--- src/epi_pkg.sv ---
package epi_pkg;

    // dedicated input sense encodings
    localparam logic [1:0] EPI_SENSE_LOW  = 2'h0;
    localparam logic [1:0] EPI_SENSE_FALL = 2'h2;
    localparam logic [1:0] EPI_SENSE_RISE = 2'h3;

    localparam int EPI_GROUP_W  = 8;
    localparam int EPI_N_GROUPS = 3;
    localparam int EPI_N_CHANGE = EPI_GROUP_W * EPI_N_GROUPS;

    // group 1 has only seven pins, the top bit is absent
    localparam logic [7:0] EPI_GROUP0_VALID = 8'hFF;
    localparam logic [7:0] EPI_GROUP1_VALID = 8'h7F;
    localparam logic [7:0] EPI_GROUP2_VALID = 8'hFF;

    localparam int EPI_CLK_MHZ = 100;

    // start-up base time, doubled per step of the start-up fuses, and time per clock-select step
    localparam int EPI_STARTUP_UNIT_NS  = 1000;
    localparam int EPI_STARTUP_CLOCK_SELECT_FUSES_NS = 160;
    localparam int EPI_CNT_W            = 12;
    localparam logic [EPI_CNT_W-1:0] EPI_STARTUP_UNIT_CYC =
        EPI_CNT_W'((EPI_STARTUP_UNIT_NS * EPI_CLK_MHZ + 999) / 1000);
    localparam logic [EPI_CNT_W-1:0] EPI_STARTUP_CLOCK_SELECT_FUSES_CYC =
        EPI_CNT_W'((EPI_STARTUP_CLOCK_SELECT_FUSES_NS * EPI_CLK_MHZ + 999) / 1000);
    localparam logic [EPI_CNT_W-1:0] EPI_CNT_ZERO = 12'h000;
    localparam logic [EPI_CNT_W-1:0] EPI_CNT_ONE  = 12'h001;

    typedef enum logic [2:0] {
        EPI_ST_AWAKE   = 3'b001,
        EPI_ST_SLEEP   = 3'b010,
        EPI_ST_STARTUP = 3'b100
    } epi_state_t;

endpackage

--- src/epi_sense_detect.sv ---
`timescale 1ns/1ps
module epi_sense_detect
    import epi_pkg::*;
(
    input  wire logic       clock,
    input  wire logic       rstn,
    input  wire logic       pinLevel,
    input  wire logic [1:0] sense,
    input  wire logic       enable,
    input  wire logic       ioClkRun,
    input  wire logic       flagClear,
    output logic            edgeFlag,
    output logic            lowLevel
);

    logic prev_q;
    logic prev_d;
    logic flag_q;
    logic flag_d;
    logic edgeHit;

    always_comb begin
        // the sample only advances while the i/o clock runs
        prev_d  = ioClkRun ? pinLevel : prev_q;                   // see RQ14
        edgeHit = 1'b0;
        if (enable && ioClkRun) begin                              // see RQ9
            unique case (sense)
                EPI_SENSE_RISE: edgeHit = pinLevel & ~prev_q;      // see RQ14
                EPI_SENSE_FALL: edgeHit = ~pinLevel & prev_q;      // see RQ14
                default:        edgeHit = 1'b0;
            endcase
        end
        // a new edge wins over a clear in the same cycle
        flag_d = edgeHit | (flag_q & ~flagClear);                  // see RQ7
    end

    always_ff @(posedge clock or negedge rstn) begin
        if (!rstn) begin
            prev_q <= 1'b1;
            flag_q <= 1'b0;
        end else begin
            prev_q <= prev_d;
            flag_q <= flag_d;
        end
    end

    assign edgeFlag = flag_q;
    // low level needs no clock
    assign lowLevel = enable && (sense == EPI_SENSE_LOW)
                   && !pinLevel;                                   // see RQ11

    a_edge_rise: assert property (@(posedge clock) // see RQ7
        disable iff (!rstn)
        enable && ioClkRun && sense == EPI_SENSE_RISE && pinLevel && !prev_q
        |=> edgeFlag)
        else $error("rising edge not flagged");

    a_edge_gated: assert property (@(posedge clock) // see RQ9
        disable iff (!rstn)
        !ioClkRun && !edgeFlag |=> !edgeFlag)
        else $error("edge flagged while i/o clock stopped");

endmodule

--- src/epi_ext_interrupts.sv ---
`timescale 1ns/1ps
// Summary of operation
// RQ1: pins driven as outputs still raise interrupts
// RQ2: any enabled toggle on pins 23..16 requests group2
// RQ3: any enabled toggle on pins 14..8 requests group1
// RQ4: any enabled toggle on pins 7..0 requests group0
// RQ5: per-group masks select contributing pins
// RQ6: pin-change detection works without the i/o clock
// RQ7: dedicated inputs sense falling, rising or low level
// RQ8: low level requests continuously while pin low
// RQ9: edge sensing needs the running i/o clock
// RQ10: i/o clock stops in all deep sleep modes
// RQ11: low level detection is asynchronous, wakes deep sleep
// RQ12: level gone before start-up end: wake, no interrupt
// RQ13: start-up delay comes from start-up and clock fuses
// RQ14: edges found from successive i/o clock samples
module epi_ext_interrupts
    import epi_pkg::*;
(
    input  wire logic                    clock,
    input  wire logic                    rstn,
    input  wire logic                    extIrqPinA,
    input  wire logic                    extIrqPinAOut,
    input  wire logic                    extIrqPinAOe,
    input  wire logic                    extIrqPinB,
    input  wire logic                    extIrqPinBOut,
    input  wire logic                    extIrqPinBOe,
    input  wire logic [3:0]              extIrqSenseCtrl,
    input  wire logic [1:0]              extIrqEnable,
    input  wire logic [1:0]              extIrqAck,
    input  wire logic [EPI_N_CHANGE-1:0] changePins,
    input  wire logic [EPI_N_CHANGE-1:0] changePinsOut,
    input  wire logic [EPI_N_CHANGE-1:0] changePinsOe,
    input  wire logic [7:0]              changeMaskGroup0,
    input  wire logic [7:0]              changeMaskGroup1,
    input  wire logic [7:0]              changeMaskGroup2,
    input  wire logic [2:0]              changeEnable,
    input  wire logic [2:0]              changeAck,
    input  wire logic                    sleepEnter,
    input  wire logic                    sleepIdleMode,
    input  wire logic [1:0]              startupTimeFuses,
    input  wire logic [3:0]              clockSelectFuses,
    output logic                         extIrqReqA,
    output logic                         extIrqReqB,
    output logic                         changeReqGroup0,
    output logic                         changeReqGroup1,
    output logic                         changeReqGroup2,
    output logic                         ioClockRun,
    output logic                         wakeUp
);

    // pin synchronisers
    logic [EPI_N_CHANGE-1:0] chgMeta_q;
    logic [EPI_N_CHANGE-1:0] chgSync_q;
    logic [1:0]              extMeta_q;
    logic [1:0]              extSync_q;

    always_ff @(posedge clock or negedge rstn) begin
        if (!rstn) begin
            chgMeta_q <= '0;
            chgSync_q <= '0;
            extMeta_q <= 2'h3;
            extSync_q <= 2'h3;
        end else begin
            chgMeta_q <= changePins;
            chgSync_q <= chgMeta_q;
            extMeta_q <= {extIrqPinB, extIrqPinA};
            extSync_q <= extMeta_q;
        end
    end

    // a pin that the device drives is seen at its driven value
    logic [EPI_N_CHANGE-1:0] chgLevel;
    logic                    levelA;
    logic                    levelB;

    assign chgLevel = (changePinsOe & changePinsOut)
                    | (~changePinsOe & chgSync_q);                 // see RQ1
    assign levelA   = extIrqPinAOe ? extIrqPinAOut : extSync_q[0]; // see RQ1
    assign levelB   = extIrqPinBOe ? extIrqPinBOut : extSync_q[1]; // see RQ1

    // pin-change groups
    logic [EPI_N_CHANGE-1:0] chgPrev_q;
    logic [EPI_N_CHANGE-1:0] chgPrev_d;
    logic [EPI_N_CHANGE-1:0] chgToggle;
    logic [EPI_N_CHANGE-1:0] allMask;
    logic [2:0]              grpHit;
    logic [2:0]              grpFlag_q;
    logic [2:0]              grpFlag_d;

    assign allMask = {changeMaskGroup2 & EPI_GROUP2_VALID,
                      changeMaskGroup1 & EPI_GROUP1_VALID,
                      changeMaskGroup0 & EPI_GROUP0_VALID};        // see RQ5

    always_comb begin
        // sampled on every clock, independent of the i/o clock
        chgPrev_d = chgLevel;                                      // see RQ6
        chgToggle = chgLevel ^ chgPrev_q;
        for (int g = 0; g < EPI_N_GROUPS; g++) begin
            grpHit[g] = changeEnable[g]
                && |(chgToggle[g*EPI_GROUP_W +: EPI_GROUP_W]
                   & allMask[g*EPI_GROUP_W +: EPI_GROUP_W]);       // see RQ5
            // set wins over clear
            grpFlag_d[g] = grpHit[g] | (grpFlag_q[g] & ~changeAck[g]);
        end
    end

    always_ff @(posedge clock or negedge rstn) begin
        if (!rstn) begin
            chgPrev_q <= '0;
            grpFlag_q <= 3'h0;
        end else begin
            chgPrev_q <= chgPrev_d;
            grpFlag_q <= grpFlag_d;
        end
    end

    assign changeReqGroup0 = grpFlag_q[0];                         // see RQ4
    assign changeReqGroup1 = grpFlag_q[1];                         // see RQ3
    assign changeReqGroup2 = grpFlag_q[2];                         // see RQ2

    // sleep and start-up sequencing
    epi_state_t             state_q;
    epi_state_t             state_d;
    logic [EPI_CNT_W-1:0]   cnt_q;
    logic [EPI_CNT_W-1:0]   cnt_d;
    logic                   wake_q;
    logic                   wake_d;
    logic [EPI_CNT_W-1:0]   startLoad;
    logic                   lowA;
    logic                   lowB;
    logic                   edgeA;
    logic                   edgeB;
    logic                   wakeSrc;
    logic                   ioClkRun;

    assign ioClkRun = (state_q == EPI_ST_AWAKE)
                   || (state_q == EPI_ST_SLEEP && sleepIdleMode);  // see RQ10

    assign startLoad = (EPI_STARTUP_UNIT_CYC << startupTimeFuses)
                     + ({8'h00, clockSelectFuses}
                        * EPI_STARTUP_CLOCK_SELECT_FUSES_CYC);                  // see RQ13

    // edge flags only count as wake sources while the i/o clock runs
    assign wakeSrc = lowA || lowB || (|grpFlag_q)
                  || (ioClkRun && (edgeA || edgeB));               // see RQ11

    always_comb begin
        state_d = state_q;
        cnt_d   = cnt_q;
        wake_d  = 1'b0;
        unique case (state_q)
            EPI_ST_AWAKE: begin
                if (sleepEnter) begin
                    state_d = EPI_ST_SLEEP;
                end
            end
            EPI_ST_SLEEP: begin
                if (wakeSrc) begin
                    wake_d = 1'b1;
                    if (sleepIdleMode) begin
                        state_d = EPI_ST_AWAKE;
                    end else begin
                        state_d = EPI_ST_STARTUP;                  // see RQ13
                        cnt_d   = (startLoad == EPI_CNT_ZERO)
                                ? EPI_CNT_ONE : startLoad;
                    end
                end
            end
            EPI_ST_STARTUP: begin
                cnt_d = cnt_q - EPI_CNT_ONE;
                if (cnt_q == EPI_CNT_ONE) begin
                    state_d = EPI_ST_AWAKE;
                end
            end
            default: begin
                state_d = EPI_ST_AWAKE;
            end
        endcase
    end

    always_ff @(posedge clock or negedge rstn) begin
        if (!rstn) begin
            state_q <= EPI_ST_AWAKE;
            cnt_q   <= EPI_CNT_ZERO;
            wake_q  <= 1'b0;
        end else begin
            state_q <= state_d;
            cnt_q   <= cnt_d;
            wake_q  <= wake_d;
        end
    end

    assign ioClockRun = ioClkRun;
    assign wakeUp     = wake_q;

    // dedicated inputs
    epi_sense_detect u_sense_a (
        .clock     (clock),
        .rstn      (rstn),
        .pinLevel  (levelA),
        .sense     (extIrqSenseCtrl[1:0]),
        .enable    (extIrqEnable[0]),
        .ioClkRun  (ioClkRun),
        .flagClear (extIrqAck[0]),
        .edgeFlag  (edgeA),
        .lowLevel  (lowA)
    );

    epi_sense_detect u_sense_b (
        .clock     (clock),
        .rstn      (rstn),
        .pinLevel  (levelB),
        .sense     (extIrqSenseCtrl[3:2]),
        .enable    (extIrqEnable[1]),
        .ioClkRun  (ioClkRun),
        .flagClear (extIrqAck[1]),
        .edgeFlag  (edgeB),
        .lowLevel  (lowB)
    );

    // a level still present once the i/o clock runs becomes the request
    assign extIrqReqA = edgeA || (lowA && ioClkRun);               // see RQ8
    assign extIrqReqB = edgeB || (lowB && ioClkRun);               // see RQ12

    a_group2_toggle: assert property (@(posedge clock) // see RQ2
        disable iff (!rstn)
        changeEnable[2] && |(chgToggle[23:16] & changeMaskGroup2)
        |=> changeReqGroup2)
        else $error("group2 toggle did not request");

    a_group1_toggle: assert property (@(posedge clock) // see RQ3
        disable iff (!rstn)
        changeEnable[1] && |(chgToggle[14:8] & changeMaskGroup1[6:0])
        |=> changeReqGroup1)
        else $error("group1 toggle did not request");

    a_group0_toggle: assert property (@(posedge clock) // see RQ4
        disable iff (!rstn)
        changeEnable[0] && |(chgToggle[7:0] & changeMaskGroup0)
        |=> changeReqGroup0)
        else $error("group0 toggle did not request");

    a_mask_ignored: assert property (@(posedge clock) // see RQ5
        disable iff (!rstn)
        $rose(changeReqGroup0)
        |-> $past(|(chgToggle[7:0] & changeMaskGroup0)))
        else $error("masked pin raised group0");

    a_driven_pin: assert property (@(posedge clock) // see RQ1
        disable iff (!rstn)
        changeEnable[0] && changePinsOe[0] && changeMaskGroup0[0]
        && $changed(changePinsOut[0]) && $stable(changePinsOe[0])
        |=> ##1 changeReqGroup0)
        else $error("driven pin toggle did not request");

    a_ioclk_stopped: assert property (@(posedge clock) // see RQ10
        disable iff (!rstn)
        (state_q == EPI_ST_SLEEP && !sleepIdleMode)
        || state_q == EPI_ST_STARTUP |-> !ioClockRun)
        else $error("i/o clock runs in deep sleep");

    a_level_hold: assert property (@(posedge clock) // see RQ8
        disable iff (!rstn)
        state_q == EPI_ST_AWAKE && extIrqEnable[0]
        && extIrqSenseCtrl[1:0] == EPI_SENSE_LOW && !levelA
        |-> extIrqReqA)
        else $error("held low level not requested");

    a_startup_noreq: assert property (@(posedge clock) // see RQ12
        disable iff (!rstn)
        state_q == EPI_ST_STARTUP && !edgeA |-> !extIrqReqA)
        else $error("level request during start-up");

    a_level_wake: assert property (@(posedge clock) // see RQ11
        disable iff (!rstn)
        state_q == EPI_ST_SLEEP && lowA |=> wakeUp && state_q != EPI_ST_SLEEP)
        else $error("low level did not wake");

    a_startup_len: assert property (@(posedge clock) // see RQ13
        disable iff (!rstn)
        state_q == EPI_ST_SLEEP && state_d == EPI_ST_STARTUP
        |=> cnt_q == $past(startLoad) || $past(startLoad) == EPI_CNT_ZERO)
        else $error("start-up count not taken from fuses");

    a_startup_end: assert property (@(posedge clock) // see RQ13
        disable iff (!rstn)
        state_q == EPI_ST_STARTUP && cnt_q == EPI_CNT_ONE
        |=> state_q == EPI_ST_AWAKE)
        else $error("start-up did not end");

endmodule

--- config.mk ---
export PLATFORM = sky130hd
export DESIGN_NAME = epi_ext_interrupts
export DESIGN_NICKNAME = d
export VERILOG_FILES = /design/src/epi_pkg.sv /design/src/epi_sense_detect.sv /design/src/epi_ext_interrupts.sv
export SDC_FILE = /design/constraint.sdc
export NUM_CORES = 1
export LEC_CHECK = 0
export BUFFER_PORTS_ARGS = -buffer_cell sky130_fd_sc_hd__buf_2
export CAP_MARGIN = 10
export CORE_ASPECT_RATIO = 0.9
export CORE_UTILIZATION = 50
export DETAILED_ROUTE_END_ITERATION = 8
export GPL_TIMING_DRIVEN = 0
export PLACE_DENSITY_LB_ADDON = 0.3
export SLEW_MARGIN = 10
export SYNTH_ARGS = -nofsm -noshare
export SYNTH_HDL_FRONTEND = slang
export SYNTH_SLANG_ARGS = --single-unit
--- constraint.sdc ---
create_clock -name clock -period 2.3 [get_ports clock]
set_input_delay 0.115 -clock clock [delete_from_list [all_inputs] [get_ports clock]]
set_output_delay 0.115 -clock clock [all_outputs]
set_load 0.1 [all_outputs]
==> results of run 1 <==
[metal layers]
layer	vias to the layer above	share of wire, %	track usage (%)	wire length (um)
li1	1443	-	-	-
met2	104	51	40.04	4530
met1	1416	40	26.28	3558
met5	-	0	0	0
met3	23	6.3	7.544	559
met4	0	2.5	8.684	226
[Yosys cell counts, types with 2 or more instances]
cell | number | share of area, %
xnor2_1 | 4 | 0.88
o21ai_0 | 5 | 0.63
dfstp_2 | 7 | 4.6
inv_1 | 14 | 1.3
mux2_2 | 23 | 6.5
nand2_1 | 13 | 1.2
nand3_1 | 9 | 1.1
o21bai_1 | 2 | 0.38
nor2b_1 | 3 | 0.47
o22ai_1 | 2 | 0.31
nor4_1 | 3 | 0.47
nand2b_1 | 2 | 0.31
nand4_1 | 5 | 0.78
nor3_1 | 7 | 0.88
a22o_1 | 3 | 0.66
or3_4 | 2 | 0.56
a21oi_1 | 14 | 1.8
ha_1 | 12 | 3.8
mux2i_1 | 6 | 1.5
a21o_1 | 2 | 0.38
xor2_1 | 26 | 5.7
nor3b_1 | 2 | 0.38
nor2_1 | 16 | 1.5
o221a_1 | 3 | 0.85
a22oi_1 | 11 | 2.1
nand3b_1 | 3 | 0.56
dfrtp_1 | 89 | 56
[final cells by class]
cell class | count | area, um2
buffer | 3 | 12.51
clock buffer | 10 | 127.6
inverter | 14 | 52.55
sequential | 96 | 2411
tap | 96 | 120.1
timing repair buffer | 167 | 1051
fill | 541 | 2241
multi-input combinational | 193 | 1520
clock inverter | 6 | 83.83
[registers in the layout, indices dropped and copies added, names as in the netlist]
name / cells
extMeta_q: 2
extSync_q: 2
chgPrev_q: 23
chgMeta_q: 23
u_sense_b.edgeFlag: 1
state_q: 3
u_sense_b.prev_q: 1
u_sense_a.prev_q: 1
wakeUp: 1
u_sense_a.edgeFlag: 1
cnt_q: 12
chgSync_q: 23
grpFlag_q: 3
[worst paths after layout]
path / startpoint / to / slack, ns / depth (start not counted)
min in group asynchronous: rstn / chgPrev_q[16]$_DFF_PN0_ / 0.28 / 2
min: changePinsOut[21] / chgPrev_q[21]$_DFF_PN0_ / 0.01 / 2
max in group asynchronous: rstn / state_q[0]$_DFFE_PN1P_ / 1.31 / 3
max: startupTimeFuses[1] / cnt_q[0]$_DFFE_PN0P_ / 0.18 / 10
min reg2reg: chgMeta_q[3]$_DFF_PN0_ / chgSync_q[3]$_DFF_PN0_ / 0.35 / 0
max reg2reg: state_q[0]$_DFFE_PN1P_ / cnt_q[1]$_DFFE_PN0P_ / 0.33 / 6
[logic make-up (layout without fill, tap and decap cells)]
| family | Yosys count | count (layout) | share of synthesized area (%) |
|---|---|---|---|
| AOI/OAI and AO/OA | 51 | 51 | 9.558 |
| and+or+nand+nor | 70 | 70 | 9.590 |
| muxes | 29 | 29 | 7.991 |
| xor gates and xnor gates | 30 | 30 | 6.581 |
| DFF | 96 | 96 | 60.39 |
| buffers and inverters | 17 | 200 | 1.629 |
| adders and majority gates | 13 | 13 | 4.262 |
[power groups by stage]
| stage | Clock [mW] | Sequential, mW | Combinational [mW] |
|---|---|---|---|
| floorplan | 0 | 2.18 | 0.700 |
| CTS | 1.19 | 2.11 | 1.13 |
| finish | 1.16 | 2.11 | 1.13 |
| detailed placement | 0 | 2.15 | 1.08 |
| global placement | 0 | 2.13 | 1.03 |
| global route | 1.25 | 2.15 | 1.24 |
[worst reg2reg max path, delay by kind of cell, from the launching register on]
family	cells	cell delay (ns)
AND/OR/NAND/NOR	2	0.26
flip-flops	1	0.61
buffers and inverters	1	0.23
AO/OA/AOI/OAI	3	0.72
[timing repair]
action,CTS,global route
hold buffers,36,2
resized for setup,0,1
hold endpoints to repair,75,2
setup endpoints to repair,0,1
[per-stage QoR]
| stage | utilization, % | power (mW) |
|---|---|---|
| final | 70.59 | 4.413 |
| after global routing | 70.59 | 4.639 |
| after CTS | 70.28 | 4.432 |
| after detailed placement | 62.78 | 3.222 |
| after global placement | 62.38 | 3.161 |
| after floorplan | - | 2.883 |
==> flow_summary.yaml, run 1 <==
status:
  status: "complete, no violations"
critical_path:
  crit_required_ns: 2.59
  slowest_stage: "fa_1"
  path_buf_inv: 3
  crit_type: "in2reg"
  cpPeakStageDelay_ns: 0.43
  cp.arrival_ns: 2.42
  critPathLaunchType: "input port"
  cp-end-kind: "flip-flop"
  crit_top_cell: "inv_1"
  crit_family: "adder cells"
  cp_cell_sequence: "buf_2 > inv_1 > ha_1 > inv_1 > fa_1 > a21o_1 > a21oi_2 > mux2i_1 > nor4_1 > o221a_1"
  crit_fanout: 8
routing:
  dr.pass1.iters: 4
  vias_per_cell: 5.104
  ant_nets: 0
  drcViolationCount: 0
  wl_per_cell_um: 15.17
  vias: 2986
  routed_wl_um: 8873
  drtIter0Drc: 73
yosys:
  ys_seq_elements: 96
  syn_avg_cell_area_um2: 13.05
  ys.flop_type: "dfrtp_1"
  ys_seq_area_share_pct: 60.39
  ys_types: 45
  synth-async-reset-ratio_pct: 100.0
  synthCells: 306
  syn_area_mm2: 0.003993
  synth_edf_count: 0
  yosysWarningCount: 0
  synth_nets: 445
global_routing:
  grt_max_degree: 56
  antenna_found_initial: 0
  grt_pass1_wl_um: 14260
  grt_pass1_vias: 3158
  track_usage_pct: 23.05
  grt_overflow_total: 0
power_and_ir_drop:
  p_comb_share_pct: 25.7
  powerDensity_mw_per_mm2: 820.4
  p_sw_share_pct: 33.65
  p_sw_mw: 1.485
  p_int_mw: 2.928
  seq_power_share_pct: 47.9
  p_leak_nw: 2.563
  peakVddDrop_v: 0.0005073
  clkPwrFrac_pct: 26.4
cts:
  post_cts_buffers: 0
  root_buffer: "clkbuf_8"
  cts_buffer_depth: 2
  cts_tree: "done"
  cts_max_level: 3
  clkTransAtPathRegs_ns: 0.11
  cts-buffers-inserted: 9
  clk-insertion-delay-late_ns: 0.36
  cts.sinks: 96
die:
  die_w_um: 96.20
  die_h_um: 86.78
  dieArea_mm2: 0.008347
  initial_core_util_pct: 52.40
  num_rows: 30
  coreArea_mm2: 0.007620
  io_pins: 133
placement:
  io_buffers: 128
  dp.cells: 531
  dpl.hpwl_um: 6116
  routabilityCongestion: 0.7916
  pre_cts_ws_ns: -0.2565
  placed_area_mm2: 0.004783
finish:
  final_area_mm2: 0.005379
  layout_common_cells: "buf_2 (128), dfrtp_1 (89), dlygate4sd3_1 (38)"
  area_delta_synth_final_pct: 34.72
  drive_gt1_share_pct: 37.22
  finalNonFillerCells: 585
  nNetsFinal: 623
  num_antenna_cells: 0
  final_common_cell: "buf_2"
timing:
  slew_headroom_pct: 62.42
  finalHoldViolCount: 0
  rsz0062_at_grt: "no"
  finalWorstSetupSlack_ns: 0.1754
  tightest_slew_ns: 0.5637
  fin_crit_sh_pct: 92.38
  fin_setup_tns_ns: 0
  final_max_slew_viol_count: 0
  finClkSkew_ns: 0.01211
  finalCriticalPeriod_ns: 2.125
  fmax_mhz: 470.7
  holdWs_ns: 0.01052
  setup_violations: 0
worst_hold_path:
  hold_class: "in2reg"
job:
  cap_viol_max_count: 0
Power figures use the tool's default switching activity.
==> run 2: changes to the inputs <==
SETUP_SLACK_MARGIN = 0.4   (was unset)
==> run 2 against run 1 <==
  * Count of clock-buffer cells in the layout shrank 1
  * Largest power group unchanged
  * Sequential power is essentially flat
  * Maximum frequency grew 12%
  * Register-to-register slack gained 0.07 ns
  * Die area is the same
  * Clock skew is essentially flat
  * Cell count grew 3.2%
  * First-iteration DRC count grew 71%
==> flow_summary.yaml, run 2 (synthesized netlist as in run 1, its figures left out) <==
global_routing:
  grt_overflow_total: 0
  grt_pass1_vias: 3189
  track_usage_pct: 22.65
  antenna_found_initial: 0
  grt_max_degree: 57
  grt_pass1_wl_um: 14080
critical_path:
  crit_required_ns: 2.59
  critPathLaunch: "state_q[0]$_DFFE_PN1P_"
  cp-end-kind: "flip-flop"
  r2r_cells: 7
  crit_type: "reg2reg"
  crit_fanout: 7
  r2r-end: "cnt_q[4]$_DFFE_PN0P_"
  r2r_start: "state_q[0]$_DFFE_PN1P_"
  endpoint: "cnt_q[4]$_DFFE_PN0P_"
  critPathLaunchType: "flip-flop"
  cp.arrival_ns: 2.19
  ff2ff_setup_slack_ns: 0.40
status:
  status: "complete, no violations"
placement:
  io_buffers: 128
  routabilityCongestion: 0.8086
  dpl.hpwl_um: 6101
  pre_cts_ws_ns: -0.01470
  dp.cells: 531
finish:
  nNetsFinal: 642
  num_antenna_cells: 0
  top_regs: "chgMeta_q (23), chgPrev_q (23), chgSync_q (23)"
  finalNonFillerCells: 604
  final_common_cell: "buf_2"
  drive_gt1_share_pct: 39.96
  fillers: 509
  multi_input_area_mm2: 0.001569
  regArea_mm2: 0.002412
  area_delta_synth_final_pct: 40.74
  layout_common_cells: "buf_2 (123), dfrtp_1 (88), dlygate4sd3_1 (48)"
routing:
  drcViolationCount: 0
  drtIter0Drc: 125
  vias: 3083
  dr.pass1.iters: 4
  ant_nets: 0
  vias_per_cell: 5.104
  wl_per_cell_um: 15.28
  routed_wl_um: 9227
worst_hold_path:
  hold_class: "in2reg"
job:
  cap_viol_max_count: 0
die:
  num_rows: 30
  initial_core_util_pct: 52.40
  dieArea_mm2: 0.008347
  coreArea_mm2: 0.007620
  io_pins: 133
  die_w_um: 96.20
  die_h_um: 86.78
cts:
  cts_max_level: 3
  clk-insertion-delay-late_ns: 0.36
  cts.sinks: 96
  clkTransAtPathRegs_ns: 0.10
  cts-buffers-inserted: 9
  root_buffer: "clkbuf_8"
  cts_buffer_depth: 2
  cts_tree: "done"
timing:
  finalWorstSetupSlack_ns: 0.4024
  slew_headroom_pct: 63.51
  finalCriticalPeriod_ns: 1.898
  tightest_slew_ns: 0.5473
  fin_crit_sh_pct: 82.50
  fmax_mhz: 527.0
  setup_violations: 0
  rsz0062_at_grt: "yes"
  final_max_slew_viol_count: 0
  finalHoldViolCount: 0
  finClkSkew_ns: 0.01163
  holdWs_ns: 0.02671
power_and_ir_drop:
  peakVddDrop_v: 0.0006268
  powerDensity_mw_per_mm2: 810.3
  p_leak_nw: 2.664
run 2: worst max-delay path, stage by stage, from the launching register on:
cell and delay, ns:
dfstp_2 0.60, nand2b_4 0.07, a221o_1 0.34, a41o_1 0.23, buf_6 0.14, buf_6 0.12, a21oi_1 0.13, o221a_1 0.20
run 2: power breakdown:
part	internal [mW]	total (mW)	switching [mW]
Clock	0.527	1.15	0.622
Combinational	0.571	1.28	0.713
Sequential	1.93	2.12	0.189
Total	3.03	4.55	1.52
run 2: final cells by class:
| class | instances | share of cell area (%) |
|---|---|---|
| tap | 96 | 2.138 |
| clock inverter | 7 | 1.581 |
| buffer | 3 | 0.3563 |
| sequential | 96 | 42.93 |
| multi-input combinational | 193 | 27.92 |
| clock buffer | 9 | 2.204 |
| timing repair buffer | 186 | 21.93 |
| inverter | 14 | 0.9352 |
run 2: through the flow:
step | instance area [um2] | total power [mW] | setup TNS (ns) | util, %
2_1_floorplan | 4009 | 2.890 | 0 | -
3_3_place_gp | 4770 | 3.167 | -0.006008 | 62.59
3_5_place_dp | 4800 | 3.223 | -0.01470 | 62.99
4_1_cts | 5454 | 4.489 | 0 | 71.58
5_1_grt | 5619 | 4.793 | 0 | 73.74
6_report | 5619 | 4.553 | 0 | 73.74
run 2: worst min path at each step:
stage,cells past startpoint,start,slack [ns],endpoint
CTS,2,changePinsOut[23],0.0004,chgPrev_q[23]$_DFF_PN0_
detailed placement,1,rstn,0.14,chgPrev_q[0]$_DFF_PN0_
floorplan,0,rstn,-0.18,chgMeta_q[0]$_DFF_PN0_
finish,2,changePinsOut[21],0.03,chgPrev_q[21]$_DFF_PN0_
global placement,1,extIrqPinA,0.22,extMeta_q[0]$_DFF_PN1_
global route,2,changePinsOe[19],0.01,chgPrev_q[19]$_DFF_PN0_
run 2: metal layers:
metal  wire length [um]  vias up  GRT usage (%)
met5                  0        -              0
li1                   -     1479              -
met3                536       10          8.070
met2               4953      106          38.49
met4                 97        0          7.598
met1               3639     1488          26.57
run 2: timing repair:
item                                    4_1_cts  5_1_grt
buffers inserted                              2        7
pin swaps                                     1        6
hold buffers                                 41        7
hold endpoints to repair                     72        6
endpoints found under the setup margin       11       13
resized for setup                             5       14
==> run 3: changes to the inputs <==
clock period = 1.95 ns   (was 2.3 ns; I/O delays follow)
==> run 3 against run 2 <==
  * Utilization rose by 8.5 points
  * Critical endpoint is now cnt_q[8]$_DFFE_PN0P_
  * Critical path depth down 2
  * Largest cell class unchanged
  * Maximum frequency increased by 4.3%
==> flow_summary.yaml, run 3 (synthesized netlist as in run 1, its figures left out) <==
finish:
  drive_gt1_share_pct: 45.32
  final_common_cell: "buf_2"
  area_delta_synth_final_pct: 56.91
  finalNonFillerCells: 641
  final_area_mm2: 0.006265
  num_antenna_cells: 0
  nNetsFinal: 679
  utilization_pct: 82.22
  top_regs: "chgMeta_q (23), chgPrev_q (23), chgSync_q (23)"
  layout_common_cells: "buf_2 (124), dfrtp_1 (84), dlygate4sd3_1 (74)"
  fillers: 415
placement:
  placed_area_mm2: 0.004893
  dp.cells: 531
  routabilityCongestion: 0.7820
  io_buffers: 128
  dpl.hpwl_um: 6114
cts:
  cts_buffer_depth: 2
  cts-buffers-inserted: 9
  cts_tree: "done"
  cts.sinks: 96
  clkTransAtPathRegs_ns: 0.11
  clk-insertion-delay-late_ns: 0.37
  root_buffer: "clkbuf_8"
  cts_max_level: 3
worst_hold_path:
  hold_class: "in2reg"
die:
  coreArea_mm2: 0.007620
  initial_core_util_pct: 52.40
  num_rows: 30
  dieArea_mm2: 0.008347
  io_pins: 133
  die_w_um: 96.20
  die_h_um: 86.78
timing:
  fmax_mhz: 549.5
  setup_violations: 0
  fin_crit_sh_pct: 93.32
  finClkSkew_ns: 0.01822
  final_max_slew_viol_count: 0
  tightest_slew_ns: 0.5246
  holdWs_ns: 0.02294
  slew_headroom_pct: 65.03
  rsz0062_at_grt: "yes"
  finalCriticalPeriod_ns: 1.820
  finalHoldViolCount: 0
critical_path:
  cp.arrival_ns: 2.07
  r2r_cells: 5
  r2r_start: "grpFlag_q[1]$_DFF_PN0_"
  crit_required_ns: 2.20
  r2r-end: "cnt_q[8]$_DFFE_PN0P_"
  critPathLaunch: "grpFlag_q[1]$_DFF_PN0_"
  critPathLaunchType: "flip-flop"
  crit_type: "reg2reg"
  ff2ff_setup_slack_ns: 0.13
  crit_fanout: 5
  endpoint: "cnt_q[8]$_DFFE_PN0P_"
  cp-end-kind: "flip-flop"
routing:
  drcViolationCount: 0
  routed_wl_um: 10600
  ant_nets: 0
  dr.pass1.iters: 4
  wl_per_cell_um: 16.53
  drtIter0Drc: 93
  vias: 3305
  vias_per_cell: 5.156
power_and_ir_drop:
  clkPwrFrac_pct: 24.0
  p_leak_nw: 2.861
  p_sw_share_pct: 34.43
  p_sw_mw: 2.011
  p_comb_share_pct: 32.8
  p_total_mw: 5.840
  peakVddDrop_v: 0.0004960
  powerDensity_mw_per_mm2: 932.3
  seq_power_share_pct: 43.2
  p_int_mw: 3.829
global_routing:
  grt_max_degree: 59
  grt_pass1_wl_um: 16580
  antenna_found_initial: 0
  grt_overflow_total: 0
  grt_pass1_vias: 3641
  track_usage_pct: 27.01
job:
  cap_viol_max_count: 0
status:
  status: "complete, no violations"
run 3: cell count changes in the layout (fill, tap and decap cells not counted), moves of 3 or more:
cell	before	now
buf_4	12	16
a21oi_1	11	8
dfrtp_2	1	5
nand3_2	0	4
dlygate4sd3_1	48	74
buf_12	0	4
nand3_1	9	5
buf_6	2	6
dfrtp_1	88	84
run 3: layout make-up:
type / count / area (um2) / share of cell area [%]
tap: 96 / 120.1 / 1.917
clock buffer: 9 / 123.9 / 1.977
multi-input combinational: 193 / 1777 / 28.36
buffer: 3 / 31.28 / 0.4993
clock inverter: 7 / 95.09 / 1.518
sequential: 96 / 2417 / 38.59
timing repair buffer: 223 / 1640 / 26.18
inverter: 14 / 60.06 / 0.9587
run 3: worst min path at each step:
stage	startpoint	to	slack, ns	cells past startpoint
floorplan	rstn	chgMeta_q[0]$_DFF_PN0_	-0.20	0
global placement	changePins[16]	chgMeta_q[16]$_DFF_PN0_	0.20	1
detailed placement	rstn	chgPrev_q[0]$_DFF_PN0_	0.10	1
CTS	changeAck[2]	grpFlag_q[2]$_DFF_PN0_	0.0002	3
global route	changePinsOe[4]	chgPrev_q[4]$_DFF_PN0_	0.01	2
finish	changePinsOe[4]	chgPrev_q[4]$_DFF_PN0_	0.02	2
run 3: per-stage QoR:
step / setup TNS (ns) / worst slack [ns]
3_5_place_dp: -0.7770 / -0.3036
5_1_grt: 0 / 0.07083
2_1_floorplan: 0 / 0.1299
6_report: 0 / 0.1303
3_3_place_gp: -9.592 / -0.2675
4_1_cts: 0 / 0.1615
run 3: power by group through the flow:
stage / Combinational (mW) / Clock (mW) / Sequential [mW]
6_report: 1.92 / 1.40 / 2.52
5_1_grt: 2.06 / 1.51 / 2.55
4_1_cts: 1.72 / 1.43 / 2.51
3_5_place_dp: 1.33 / 0 / 2.55
3_3_place_gp: 1.29 / 0 / 2.53
2_1_floorplan: 0.898 / 0 / 2.59
run 3: repair_timing:
item / CTS / global route
setup buffers: 13 / 5
endpoints found under the hold margin: 92 / 0
setup endpoints to repair: 19 / 23
gates resized for setup: 31 / 28
hold buffers: 74 / 0
pin swaps: 11 / 10
cloned: 2 / 0
run 3: worst max-delay path, stage by stage (launching register included):
cell and delay, ns:
dfrtp_2 0.45, nor3_1 0.43, a41o_4 0.35, buf_6 0.14
nor3b_1 0.27, nor4_2 0.06
run 3: routing by layer:
metal | global-route usage [%] | wire length [um]
met5 | 0 | 0
met3 | 7.632 | 602
met4 | 9.362 | 280
met2 | 48.87 | 5658
met1 | 30.19 | 4056
